[src/shared/pms_pkg.sv]
// Purpose: Constants for the power mode supervisor
// Assumes: 32-bit APB, word-aligned registers
// Notes:   Offsets are byte addresses
package pms_pkg;

    // ------------------------------------------------------------
    // Register map
    // ------------------------------------------------------------
    localparam logic [7:0] ADDR_CTRL   = 8'h00;
    localparam logic [7:0] ADDR_STATUS = 8'h04;
    localparam logic [7:0] ADDR_IRQ    = 8'h08;
    localparam logic [7:0] ADDR_MASK   = 8'h0C;

    // ------------------------------------------------------------
    // Control fields
    // ------------------------------------------------------------
    localparam int CTRL_DET_EN    = 0;
    localparam int CTRL_EDGE_FALL = 1;
    localparam int CTRL_EDGE_RISE = 2;
    localparam int CTRL_STOP_LP   = 3;
    localparam int CTRL_DEEP      = 4;
    localparam int CTRL_STANDBY   = 5;
    localparam int CTRL_W         = 6;
    localparam logic [5:0] CTRL_RESET = 6'h00;

    // ------------------------------------------------------------
    // Interrupt status bits
    // ------------------------------------------------------------
    localparam int IRQ_FALL = 0;
    localparam int IRQ_RISE = 1;
    localparam int IRQ_WAKE = 2;
    localparam int IRQ_W    = 3;

    // ------------------------------------------------------------
    // Regulator mode encoding
    // ------------------------------------------------------------
    localparam logic [1:0] REG_MAIN = 2'h0;
    localparam logic [1:0] REG_LOWP = 2'h1;
    localparam logic [1:0] REG_OFF  = 2'h2;

    // ------------------------------------------------------------
    // Timing
    // ------------------------------------------------------------
    localparam int CLK_MHZ       = 100;
    localparam int RST_HOLD_NS   = 200;
    localparam int RST_HOLD_CYC  = (RST_HOLD_NS * CLK_MHZ + 999) / 1000;

    typedef enum logic [2:0] {
        ST_RUN,
        ST_SLEEP,
        ST_STOP,
        ST_WAKE,
        ST_STANDBY
    } pms_state_e;

endpackage

[src/design/pms_reset_hold.sv]
// Purpose: Holds device reset while supply low, then stretches release
// Assumes: i_supply_ok synchronous to the clock
// Notes:   Also restarts the stretch on a standby exit request
`timescale 1ns/100ps
module pms_reset_hold
    import pms_pkg::*;
#(
    parameter int HOLD_CYC = RST_HOLD_CYC
)(
    input  wire logic i_clk,
    input  wire logic i_nrst,
    input  wire logic i_supply_ok,
    input  wire logic i_restart,
    output logic      o_hold
);
    localparam int CW = $clog2(HOLD_CYC + 1);

    // A zero stretch would leave the counter without a terminal value
    if (HOLD_CYC < 1)
    begin : g_bad_hold
        $error("HOLD_CYC must be at least 1");
    end

    logic [CW-1:0] cnt;
    logic [CW-1:0] next_cnt;
    logic          next_hold;

    always_comb
    begin
        next_cnt  = cnt;
        next_hold = o_hold;
        if (!i_supply_ok || i_restart)
        begin
            next_cnt  = '0;
            next_hold = 1'b1;
        end
        else if (o_hold)
        begin
            if (cnt == CW'(HOLD_CYC - 1))
                next_hold = 1'b0;
            else
                next_cnt = cnt + 1'b1;
        end
    end

    always_ff @(posedge i_clk or negedge i_nrst)
    begin
        if (!i_nrst)
        begin
            cnt    <= '0;
            o_hold <= 1'b1;
        end
        else
        begin
            cnt    <= next_cnt;
            o_hold <= next_hold;
        end
    end
endmodule

[src/design/pms_top.sv]
// Purpose: Power mode supervisor: supply watch, regulator and clock gating
// Assumes: Supply comparators arrive as synchronous levels
// Notes:   APB slave with one wait state
//
// Added by the designer: register access over APB and the placing of the registers.
`timescale 1ns/100ps

// Functional notes
// - Device held in reset whenever main supply is below reset threshold.
// - Detector interrupts on falling, rising, or both threshold crossings.
// - Detector inactive until software enables it.
// - Regulator has main, low-power, off modes; main while running.
// - Stop mode may put regulator in low-power mode.
// - Standby powers regulator down; core state lost.
// - Regulator on after reset; off only in standby.
// - Sleep halts only processor clock; any interrupt wakes it.
// - Stop halts core clocks and all fast oscillators.
// - Software picks regulator mode for stop before entry.
// - Backup domain switches to battery when main supply absent.
module pms_top
    import pms_pkg::*;
#(
    parameter int HOLD_CYC = RST_HOLD_CYC
)(
    input  wire logic        I_CLOCK,
    input  wire logic        I_NRST,
    input  wire logic        i_psel,
    input  wire logic        i_penable,
    input  wire logic        i_pwrite,
    input  wire logic [7:0]  i_paddr,
    input  wire logic [31:0] i_pwdata,
    output logic      [31:0] o_prdata,
    output logic             o_pready,
    output logic             o_pslverr,
    input  wire logic        i_supply_ok,
    input  wire logic        i_above_threshold,
    input  wire logic        i_wfi,
    input  wire logic        i_wake_event,
    output logic             o_sys_reset_n,
    output logic             o_cpu_clk_en,
    output logic             o_core_clk_en,
    output logic             o_rc_osc_en,
    output logic             o_pll_xtal_allow,
    output logic [1:0]       o_reg_mode,
    output logic             o_reg_en,
    output logic             o_backup_on_battery,
    output logic             o_wake_cpu,
    output logic             o_irq
);

    // ------------------------------------------------------------
    // Reset supervisor
    // ------------------------------------------------------------
    logic hold;
    logic standby_exit;
    logic held;

    pms_reset_hold #(
        .HOLD_CYC (HOLD_CYC)
    ) u_hold (
        .i_clk       (I_CLOCK),
        .i_nrst      (I_NRST),
        .i_supply_ok (i_supply_ok),
        .i_restart   (standby_exit),
        .o_hold      (hold)
    );

    // ------------------------------------------------------------
    // Registers and mode state
    // ------------------------------------------------------------
    logic [CTRL_W-1:0] ctrl,      next_ctrl;
    logic [IRQ_W-1:0]  irq_stat,  next_irq_stat;
    logic [IRQ_W-1:0]  irq_mask,  next_irq_mask;
    logic              above_q,   next_above_q;
    logic              det_armed, next_det_armed;
    pms_state_e        state,     next_state;
    logic [31:0]       next_prdata;
    logic              next_pready;
    logic              next_pslverr;
    logic              wr_en;
    logic              rd_en;
    logic              mapped;
    logic              fall_evt;
    logic              rise_evt;
    logic              wake_evt;

    // Write lands on the completing edge, where the master sees pready
    assign wr_en  = i_psel && i_penable && i_pwrite && o_pready;
    assign rd_en  = i_psel && i_penable && !i_pwrite && !o_pready;
    assign mapped = (i_paddr == ADDR_CTRL) || (i_paddr == ADDR_STATUS)
                 || (i_paddr == ADDR_IRQ) || (i_paddr == ADDR_MASK);

    // Detector edges; baseline is re-caught when arming so enable is no edge
    assign fall_evt = det_armed && ctrl[CTRL_DET_EN] && ctrl[CTRL_EDGE_FALL]
                   && above_q && !i_above_threshold;
    assign rise_evt = det_armed && ctrl[CTRL_DET_EN] && ctrl[CTRL_EDGE_RISE]
                   && !above_q && i_above_threshold;
    assign wake_evt = (state == ST_STOP) && i_wake_event;

    always_comb
    begin
        next_ctrl      = ctrl;
        next_irq_mask  = irq_mask;
        next_irq_stat  = irq_stat;
        next_above_q   = i_above_threshold;
        next_det_armed = ctrl[CTRL_DET_EN];
        next_state     = state;
        next_prdata    = o_prdata;
        next_pready    = 1'b0;
        next_pslverr   = 1'b0;

        // Bus access; two-cycle access phase, one wait state
        if (i_psel && i_penable && !o_pready)
        begin
            next_pready  = 1'b1;
            next_pslverr = !mapped;
        end
        if (wr_en)
        begin
            unique case (i_paddr)
                ADDR_CTRL: next_ctrl = i_pwdata[CTRL_W-1:0];
                ADDR_MASK: next_irq_mask = i_pwdata[IRQ_W-1:0];
                ADDR_IRQ:  next_irq_stat = irq_stat & ~i_pwdata[IRQ_W-1:0];
                default:   next_ctrl = ctrl;
            endcase
        end
        if (rd_en)
        begin
            unique case (i_paddr)
                ADDR_CTRL:   next_prdata = {{(32-CTRL_W){1'b0}}, ctrl};
                ADDR_STATUS: next_prdata = {27'h0, i_above_threshold, 1'b0,
                                             o_reg_mode, o_cpu_clk_en};
                ADDR_IRQ:    next_prdata = {{(32-IRQ_W){1'b0}}, irq_stat};
                ADDR_MASK:   next_prdata = {{(32-IRQ_W){1'b0}}, irq_mask};
                default:     next_prdata = 32'h0000_0000;
            endcase
        end

        // Set wins over a same-cycle write-one clear
        if (fall_evt)
            next_irq_stat[IRQ_FALL] = 1'b1;
        if (rise_evt)
            next_irq_stat[IRQ_RISE] = 1'b1;
        if (wake_evt)
            next_irq_stat[IRQ_WAKE] = 1'b1;

        // Mode sequencing
        unique case (state)
            ST_RUN:
            begin
                if (i_wfi)
                begin
                    if (!ctrl[CTRL_DEEP])
                        next_state = ST_SLEEP;
                    else if (ctrl[CTRL_STANDBY])
                        next_state = ST_STANDBY;
                    else
                        next_state = ST_STOP;
                end
            end
            ST_SLEEP:
            begin
                if (i_wake_event || o_irq)
                    next_state = ST_RUN;
            end
            ST_STOP:
            begin
                if (i_wake_event)
                    next_state = ST_WAKE;
            end
            ST_WAKE:
            begin
                next_state = ST_RUN;
            end
            ST_STANDBY:
            begin
                // Only a wake pin leaves; state is gone so reset is replayed
                if (i_wake_event)
                    next_state = ST_RUN;
            end
        endcase
    end

    assign standby_exit = (state == ST_STANDBY) && i_wake_event;

    // Supply loss and standby exit reset at once; the stretch then follows
    assign held = hold || !i_supply_ok || standby_exit;

    always_ff @(posedge I_CLOCK or negedge I_NRST)
    begin
        if (!I_NRST)
        begin
            ctrl      <= CTRL_RESET;
            irq_stat  <= '0;
            irq_mask  <= '0;
            above_q   <= 1'b0;
            det_armed <= 1'b0;
            state     <= ST_RUN;
            o_prdata  <= 32'h0000_0000;
            o_pready  <= 1'b0;
            o_pslverr <= 1'b0;
        end
        else if (held)
        begin
            // Whole block held while supply is low or standby is exited
            ctrl      <= CTRL_RESET;
            irq_stat  <= '0;
            irq_mask  <= '0;
            above_q   <= 1'b0;
            det_armed <= 1'b0;
            state     <= ST_RUN;
            o_prdata  <= 32'h0000_0000;
            o_pready  <= 1'b0;
            o_pslverr <= 1'b0;
        end
        else
        begin
            ctrl      <= next_ctrl;
            irq_stat  <= next_irq_stat;
            irq_mask  <= next_irq_mask;
            above_q   <= next_above_q;
            det_armed <= next_det_armed;
            state     <= next_state;
            o_prdata  <= next_prdata;
            o_pready  <= next_pready;
            o_pslverr <= next_pslverr;
        end
    end

    // ------------------------------------------------------------
    // Power and clock outputs
    // ------------------------------------------------------------
    logic [1:0] next_reg_mode;
    logic       next_reg_en;
    logic       next_cpu_clk_en;
    logic       next_core_clk_en;
    logic       next_rc_en;
    logic       next_pll_allow;
    logic       next_irq;

    always_comb
    begin
        next_reg_mode    = REG_MAIN;
        next_reg_en      = 1'b1;
        next_cpu_clk_en  = 1'b1;
        next_core_clk_en = 1'b1;
        next_rc_en       = 1'b1;
        next_pll_allow   = 1'b1;
        unique case (next_state)
            ST_RUN:
            begin
                next_reg_mode = REG_MAIN;
            end
            ST_SLEEP:
            begin
                next_cpu_clk_en = 1'b0;
            end
            ST_STOP:
            begin
                next_cpu_clk_en  = 1'b0;
                next_core_clk_en = 1'b0;
                next_rc_en       = 1'b0;
                next_pll_allow   = 1'b0;
                next_reg_mode    = ctrl[CTRL_STOP_LP] ? REG_LOWP
                                                      : REG_MAIN;
            end
            ST_WAKE:
            begin
                // RC first; PLL and crystal allowed again one cycle later, in run
                next_cpu_clk_en = 1'b0;
                next_pll_allow  = 1'b0;
            end
            ST_STANDBY:
            begin
                next_reg_mode    = REG_OFF;
                next_reg_en      = 1'b0;
                next_cpu_clk_en  = 1'b0;
                next_core_clk_en = 1'b0;
                next_rc_en       = 1'b0;
                next_pll_allow   = 1'b0;
            end
        endcase
        next_irq = |(next_irq_stat & irq_mask);
    end

    always_ff @(posedge I_CLOCK or negedge I_NRST)
    begin
        if (!I_NRST)
        begin
            o_reg_mode          <= REG_MAIN;
            o_reg_en            <= 1'b1;
            o_cpu_clk_en        <= 1'b0;
            o_core_clk_en       <= 1'b0;
            o_rc_osc_en         <= 1'b1;
            o_pll_xtal_allow    <= 1'b0;
            o_sys_reset_n       <= 1'b0;
            o_backup_on_battery <= 1'b1;
            o_wake_cpu          <= 1'b0;
            o_irq               <= 1'b0;
        end
        else if (held)
        begin
            o_reg_mode          <= REG_MAIN;
            o_reg_en            <= 1'b1;
            o_cpu_clk_en        <= 1'b0;
            o_core_clk_en       <= 1'b0;
            o_rc_osc_en         <= 1'b1;
            o_pll_xtal_allow    <= 1'b0;
            o_sys_reset_n       <= 1'b0;
            o_backup_on_battery <= !i_supply_ok;
            o_wake_cpu          <= 1'b0;
            o_irq               <= 1'b0;
        end
        else
        begin
            o_reg_mode          <= next_reg_mode;
            o_reg_en            <= next_reg_en;
            o_cpu_clk_en        <= next_cpu_clk_en;
            o_core_clk_en       <= next_core_clk_en;
            o_rc_osc_en         <= next_rc_en;
            o_pll_xtal_allow    <= next_pll_allow;
            o_sys_reset_n       <= 1'b1;
            o_backup_on_battery <= !i_supply_ok;
            o_wake_cpu          <= (state == ST_WAKE)
                                || (state == ST_SLEEP && next_state == ST_RUN);
            o_irq               <= next_irq;
        end
    end

    // ------------------------------------------------------------
    // Checks
    // ------------------------------------------------------------
    reset_low_a: assert property (@(posedge I_CLOCK) disable iff (!I_NRST)
        !i_supply_ok |=> !o_sys_reset_n)
        else $error("reset not held on low supply");

    det_off_a: assert property (@(posedge I_CLOCK) disable iff (!I_NRST)
        !ctrl[CTRL_DET_EN] && !held |=> !($rose(irq_stat[IRQ_FALL])
                                       || $rose(irq_stat[IRQ_RISE])))
        else $error("detector fired while off");

    det_fall_a: assert property (@(posedge I_CLOCK) disable iff (!I_NRST)
        fall_evt && !held |=> irq_stat[IRQ_FALL])
        else $error("falling crossing not flagged");

    run_main_a: assert property (@(posedge I_CLOCK) disable iff (!I_NRST)
        state == ST_RUN && !hold && o_sys_reset_n |-> o_reg_mode == REG_MAIN)
        else $error("regulator not main in run");

    stop_lp_a: assert property (@(posedge I_CLOCK) disable iff (!I_NRST)
        state == ST_STOP && !hold && ctrl[CTRL_STOP_LP] |-> o_reg_mode == REG_LOWP)
        else $error("stop regulator choice ignored");

    standby_off_a: assert property (@(posedge I_CLOCK) disable iff (!I_NRST)
        o_reg_en == 1'b0 |-> $past(state) == ST_STANDBY || state == ST_STANDBY)
        else $error("regulator off outside standby");

    sleep_clk_a: assert property (@(posedge I_CLOCK) disable iff (!I_NRST)
        state == ST_SLEEP && !hold |-> !o_cpu_clk_en && o_core_clk_en)
        else $error("sleep clock gating wrong");

    stop_osc_a: assert property (@(posedge I_CLOCK) disable iff (!I_NRST)
        state == ST_STOP && !hold |-> !o_rc_osc_en && !o_pll_xtal_allow
                                   && !o_core_clk_en)
        else $error("oscillators running in stop");

    wake_rc_a: assert property (@(posedge I_CLOCK) disable iff (!I_NRST)
        state == ST_STOP && i_wake_event && !held |=> o_rc_osc_en && !o_cpu_clk_en
                                                    ##1 o_cpu_clk_en)
        else $error("stop wake sequence wrong");

    standby_rst_a: assert property (@(posedge I_CLOCK) disable iff (!I_NRST)
        standby_exit |=> ##1 !o_sys_reset_n)
        else $error("standby exit without reset");

endmodule

[config.mk]
export PLATFORM = sky130hd
export DESIGN_NAME = pms_top
export DESIGN_NICKNAME = d
export VERILOG_FILES = /design/src/shared/pms_pkg.sv /design/src/design/pms_reset_hold.sv /design/src/design/pms_top.sv
export SDC_FILE = /design/constraint.sdc
export NUM_CORES = 1
export LEC_CHECK = 0
export ABC_AREA = 0
export BUFFER_PORTS_ARGS = -buffer_cell sky130_fd_sc_hd__buf_2
export CORE_MARGIN = 4
export CORE_UTILIZATION = 43
export DETAILED_ROUTE_END_ITERATION = 10
export MAX_ROUTING_LAYER = met4
export PLACE_DENSITY = 0.76
export SLEW_MARGIN = 5
export SYNTH_ARGS = -nofsm -noshare
export SYNTH_HDL_FRONTEND = slang
export SYNTH_SLANG_ARGS = --single-unit
[constraint.sdc]
create_clock -name I_CLOCK -period 1.6 [get_ports I_CLOCK]
set_input_delay 0.08 -clock I_CLOCK [delete_from_list [all_inputs] [get_ports I_CLOCK]]
set_output_delay 0.08 -clock I_CLOCK [all_outputs]
set_load 0.03 [all_outputs]
==> results_dict.tcl <==
set metrics [dict create \
    grt_pass1_wl_mm 7.18 \
    clk_pin_slew_ps 80 \
    overflow 0 \
    post_drt_wl_per_cell_um 13.6 \
    io_buffers 41 \
    fillCellCount 439 \
    worst-path-max-fanout 8 \
    power.internal_uw 1470 \
    layout_commonest_cell "buf_2" \
    grt_util_all_layers_pct 15.0 \
    arrival_ps 1800 \
    max_clock_freq_mhz 632 \
    row_count 25 \
    route.vias.total 1684 \
    numCtsBuffers 5 \
    start_util_pct 45.0 \
    antenna_left 0 \
    power.share.clock_pct 35.3 \
    rsz0062_at_grt "yes" \
    mappedNetlistArea_um2 2170 \
    dieHeight_um 79.0 \
    dp.cells 329 \
    areaGrowthSynthToFinish_pct 21.3 \
    synth_edf_count 0 \
    final_nets 321 \
    first_global_vias 1578 \
    switchingPower_uw 510 \
    yosysSeqAreaShare_pct 48.7 \
    combPwrFrac_pct 10.4 \
    synth_top_area_share_pct 43.8 \
    antennaDiodeCount 0 \
    synth_flop_cell "dfrtp_1" \
    via_per_inst 4.97 \
    status "completed" \
    dp_hpwl_mm 3.39 \
    cp-start-kind "flop" \
    power_density_nw_per_um2 753 \
    multi_input_area_um2 1010 \
    cts_tree "yes" \
    ys_ff_latch 42 \
    dieWidth_um 79.0 \
    timing.final.crit_share_pct 99.0 \
    ioPinCount 94 \
    cap_violations 0 \
    ys_types 46 \
    wirelength_mm 4.60 \
    drive_gt1_share_pct 33.8 \
    p_sw_share_pct 25.8 \
    post-route-drc-count 0 \
    setup_viol 0 \
    async_reset_ff_share_pct 100 \
    peakVddDrop_uv 356 \
    cts-root-buf "clkbuf_8" \
    cts.sinks 42 \
    yosysTopAreaCell "dfrtp_1" \
    fin_crit_ps 1580 \
    layoutNonFillerInstCount 339 \
    layout_setup_ws_ps 16.7 \
    core-area_um2 4820 \
    clk_path_buf_depth 2 \
    synth_warnings 0 \
    design_area_um2 2630 \
    synthTopCellsByArea "dfrtp_1, buf_4, dfstp_2, nor2_1, mux2i_1" \
    seq_power_share_pct 54.3 \
    hold_violations 0 \
    drt_iter0_drc 120 \
    syn_inst 215 \
    clock_skew_ps 5.68 \
    p_leak_uw 0.00127 \
    dpl_worst_slack_ps -84.5 \
    most-common-layout-cells "buf_2, dfrtp_1, nor2_1" \
    holdWs_ps 33.9 \
    grt_max_degree 31 \
    worstSetupEndpointType "flop" \
    die_area_um2 6250 \
    placed_cell_area_um2 2440 \
    cp.required_ps 1820 \
    seq_area_um2 1060 \
    drv_slew 0 \
    tns_ps 0 \
    dr.pass1.iters 4 \
    syn_avg_cell_area_um2 10.1 \
    setup.worst_path.class "flop to flop" \
    antenna_found_initial 0 \
    gp_congestion 0.873 \
    hp-class "primary input to flop" \
    cts_max_level 2 \
    clock_latency_ps 290 \
]
==> sequential cells by signal (all words and copies together) (netlist names), 2 cells and up <==
register    count
ctrl            6
irq_stat        3
o_prdata        6
o_reg_mode      2
u_hold.cnt      5
state           3
irq_mask        3
==> final timing paths <==
check,start,depth (start not counted),end,slack [ps]
setup reg to reg,state[1],5,o_reg_en,20
min in group asynchronous,I_NRST,2,u_hold.cnt[0],220
max in group asynchronous,I_NRST,3,u_hold.o_hold,860
hold / removal,i_pwdata[5],3,ctrl[5],30
hold reg to reg,o_pready,1,o_pslverr,520
setup / recovery,state[1],5,o_reg_en,20
==> cells by family after synthesis <==
logic type / count (synthesis) / synth area share [%]
other: 1 / 0.173
XOR/XNOR: 5 / 2.02
AND/OR/NAND/NOR: 90 / 21.1
buffers and inverters: 38 / 11.9
adder cells (fa/ha/maj): 1 / 0.577
AO/OA/AOI/OAI: 27 / 8.77
multiplexers: 11 / 6.81
flip-flops: 42 / 48.7
==> repair_timing <==
action	in CTS	in global routing
resized for setup	2	15
hold endpoints to repair	42	0
endpoints found under the setup margin	6	9
pin swaps	0	2
setup buffers	0	0
hold buffers	2	0
==> critical path, cell delays in order (launching register included) <==
cell	delay, ps
dfrtp_2	480
nor2_4	130
buf_6	110
a21oi_1	40
o221a_2	360
or3_4	400
==> metrics by stage <==
| step | total power (uW) | utilization, % |
|---|---|---|
| final | 1980 | 54.6 |
| after CTS | 2000 | 53.2 |
| after floorplan | 1270 | - |
| after global routing | 2070 | 54.6 |
| after detailed placement | 1300 | 50.8 |
| after global placement | 1290 | 50.8 |
==> cells in the mapped netlist, types with 2 or more instances <==
master / instances
mux4_2: 3
o31a_1: 2
mux2i_1: 8
dfstp_2: 4
nand2_1: 13
dfrtp_1: 38
nor2b_1: 2
and2_1: 6
nor3_1: 7
buf_4: 27
or3_1: 2
clkbuf_1: 5
xnor2_1: 2
nand2b_1: 2
and3_1: 2
nor4_1: 3
nand4_1: 8
inv_1: 2
xor2_1: 3
a22oi_1: 4
o21ai_0: 2
a21oi_1: 11
nand3_1: 9
nor2_1: 28
==> cell type report <==
| cell class | count | share of cell area [%] |
|---|---|---|
| sequential | 42 | 40.3 |
| multi-input combinational | 160 | 38.5 |
| timing repair buffer | 59 | 13.9 |
| tap | 67 | 3.18 |
| clock buffer | 6 | 3.14 |
| inverter | 3 | 0.618 |
| clock inverter | 2 | 0.475 |
==> layer usage <==
layer / routed length (um) / up-vias / GRT usage (%)
li1: - / 810 / -
met1: 1950 / 816 / 19.3
met2: 2280 / 50 / 23.2
met3: 275 / 8 / 3.06
met4: 91 / 0 / 6.36
met5: 0 / - / -
==> power groups by stage <==
stage	clock network (uW)	logic (uW)	registers, uW
2_1_floorplan	0	173	1100
3_3_place_gp	0	197	1100
3_5_place_dp	0	200	1100
4_1_cts	723	204	1080
5_1_grt	768	224	1080
6_report	699	207	1080
Power figures use the tool's default switching activity.
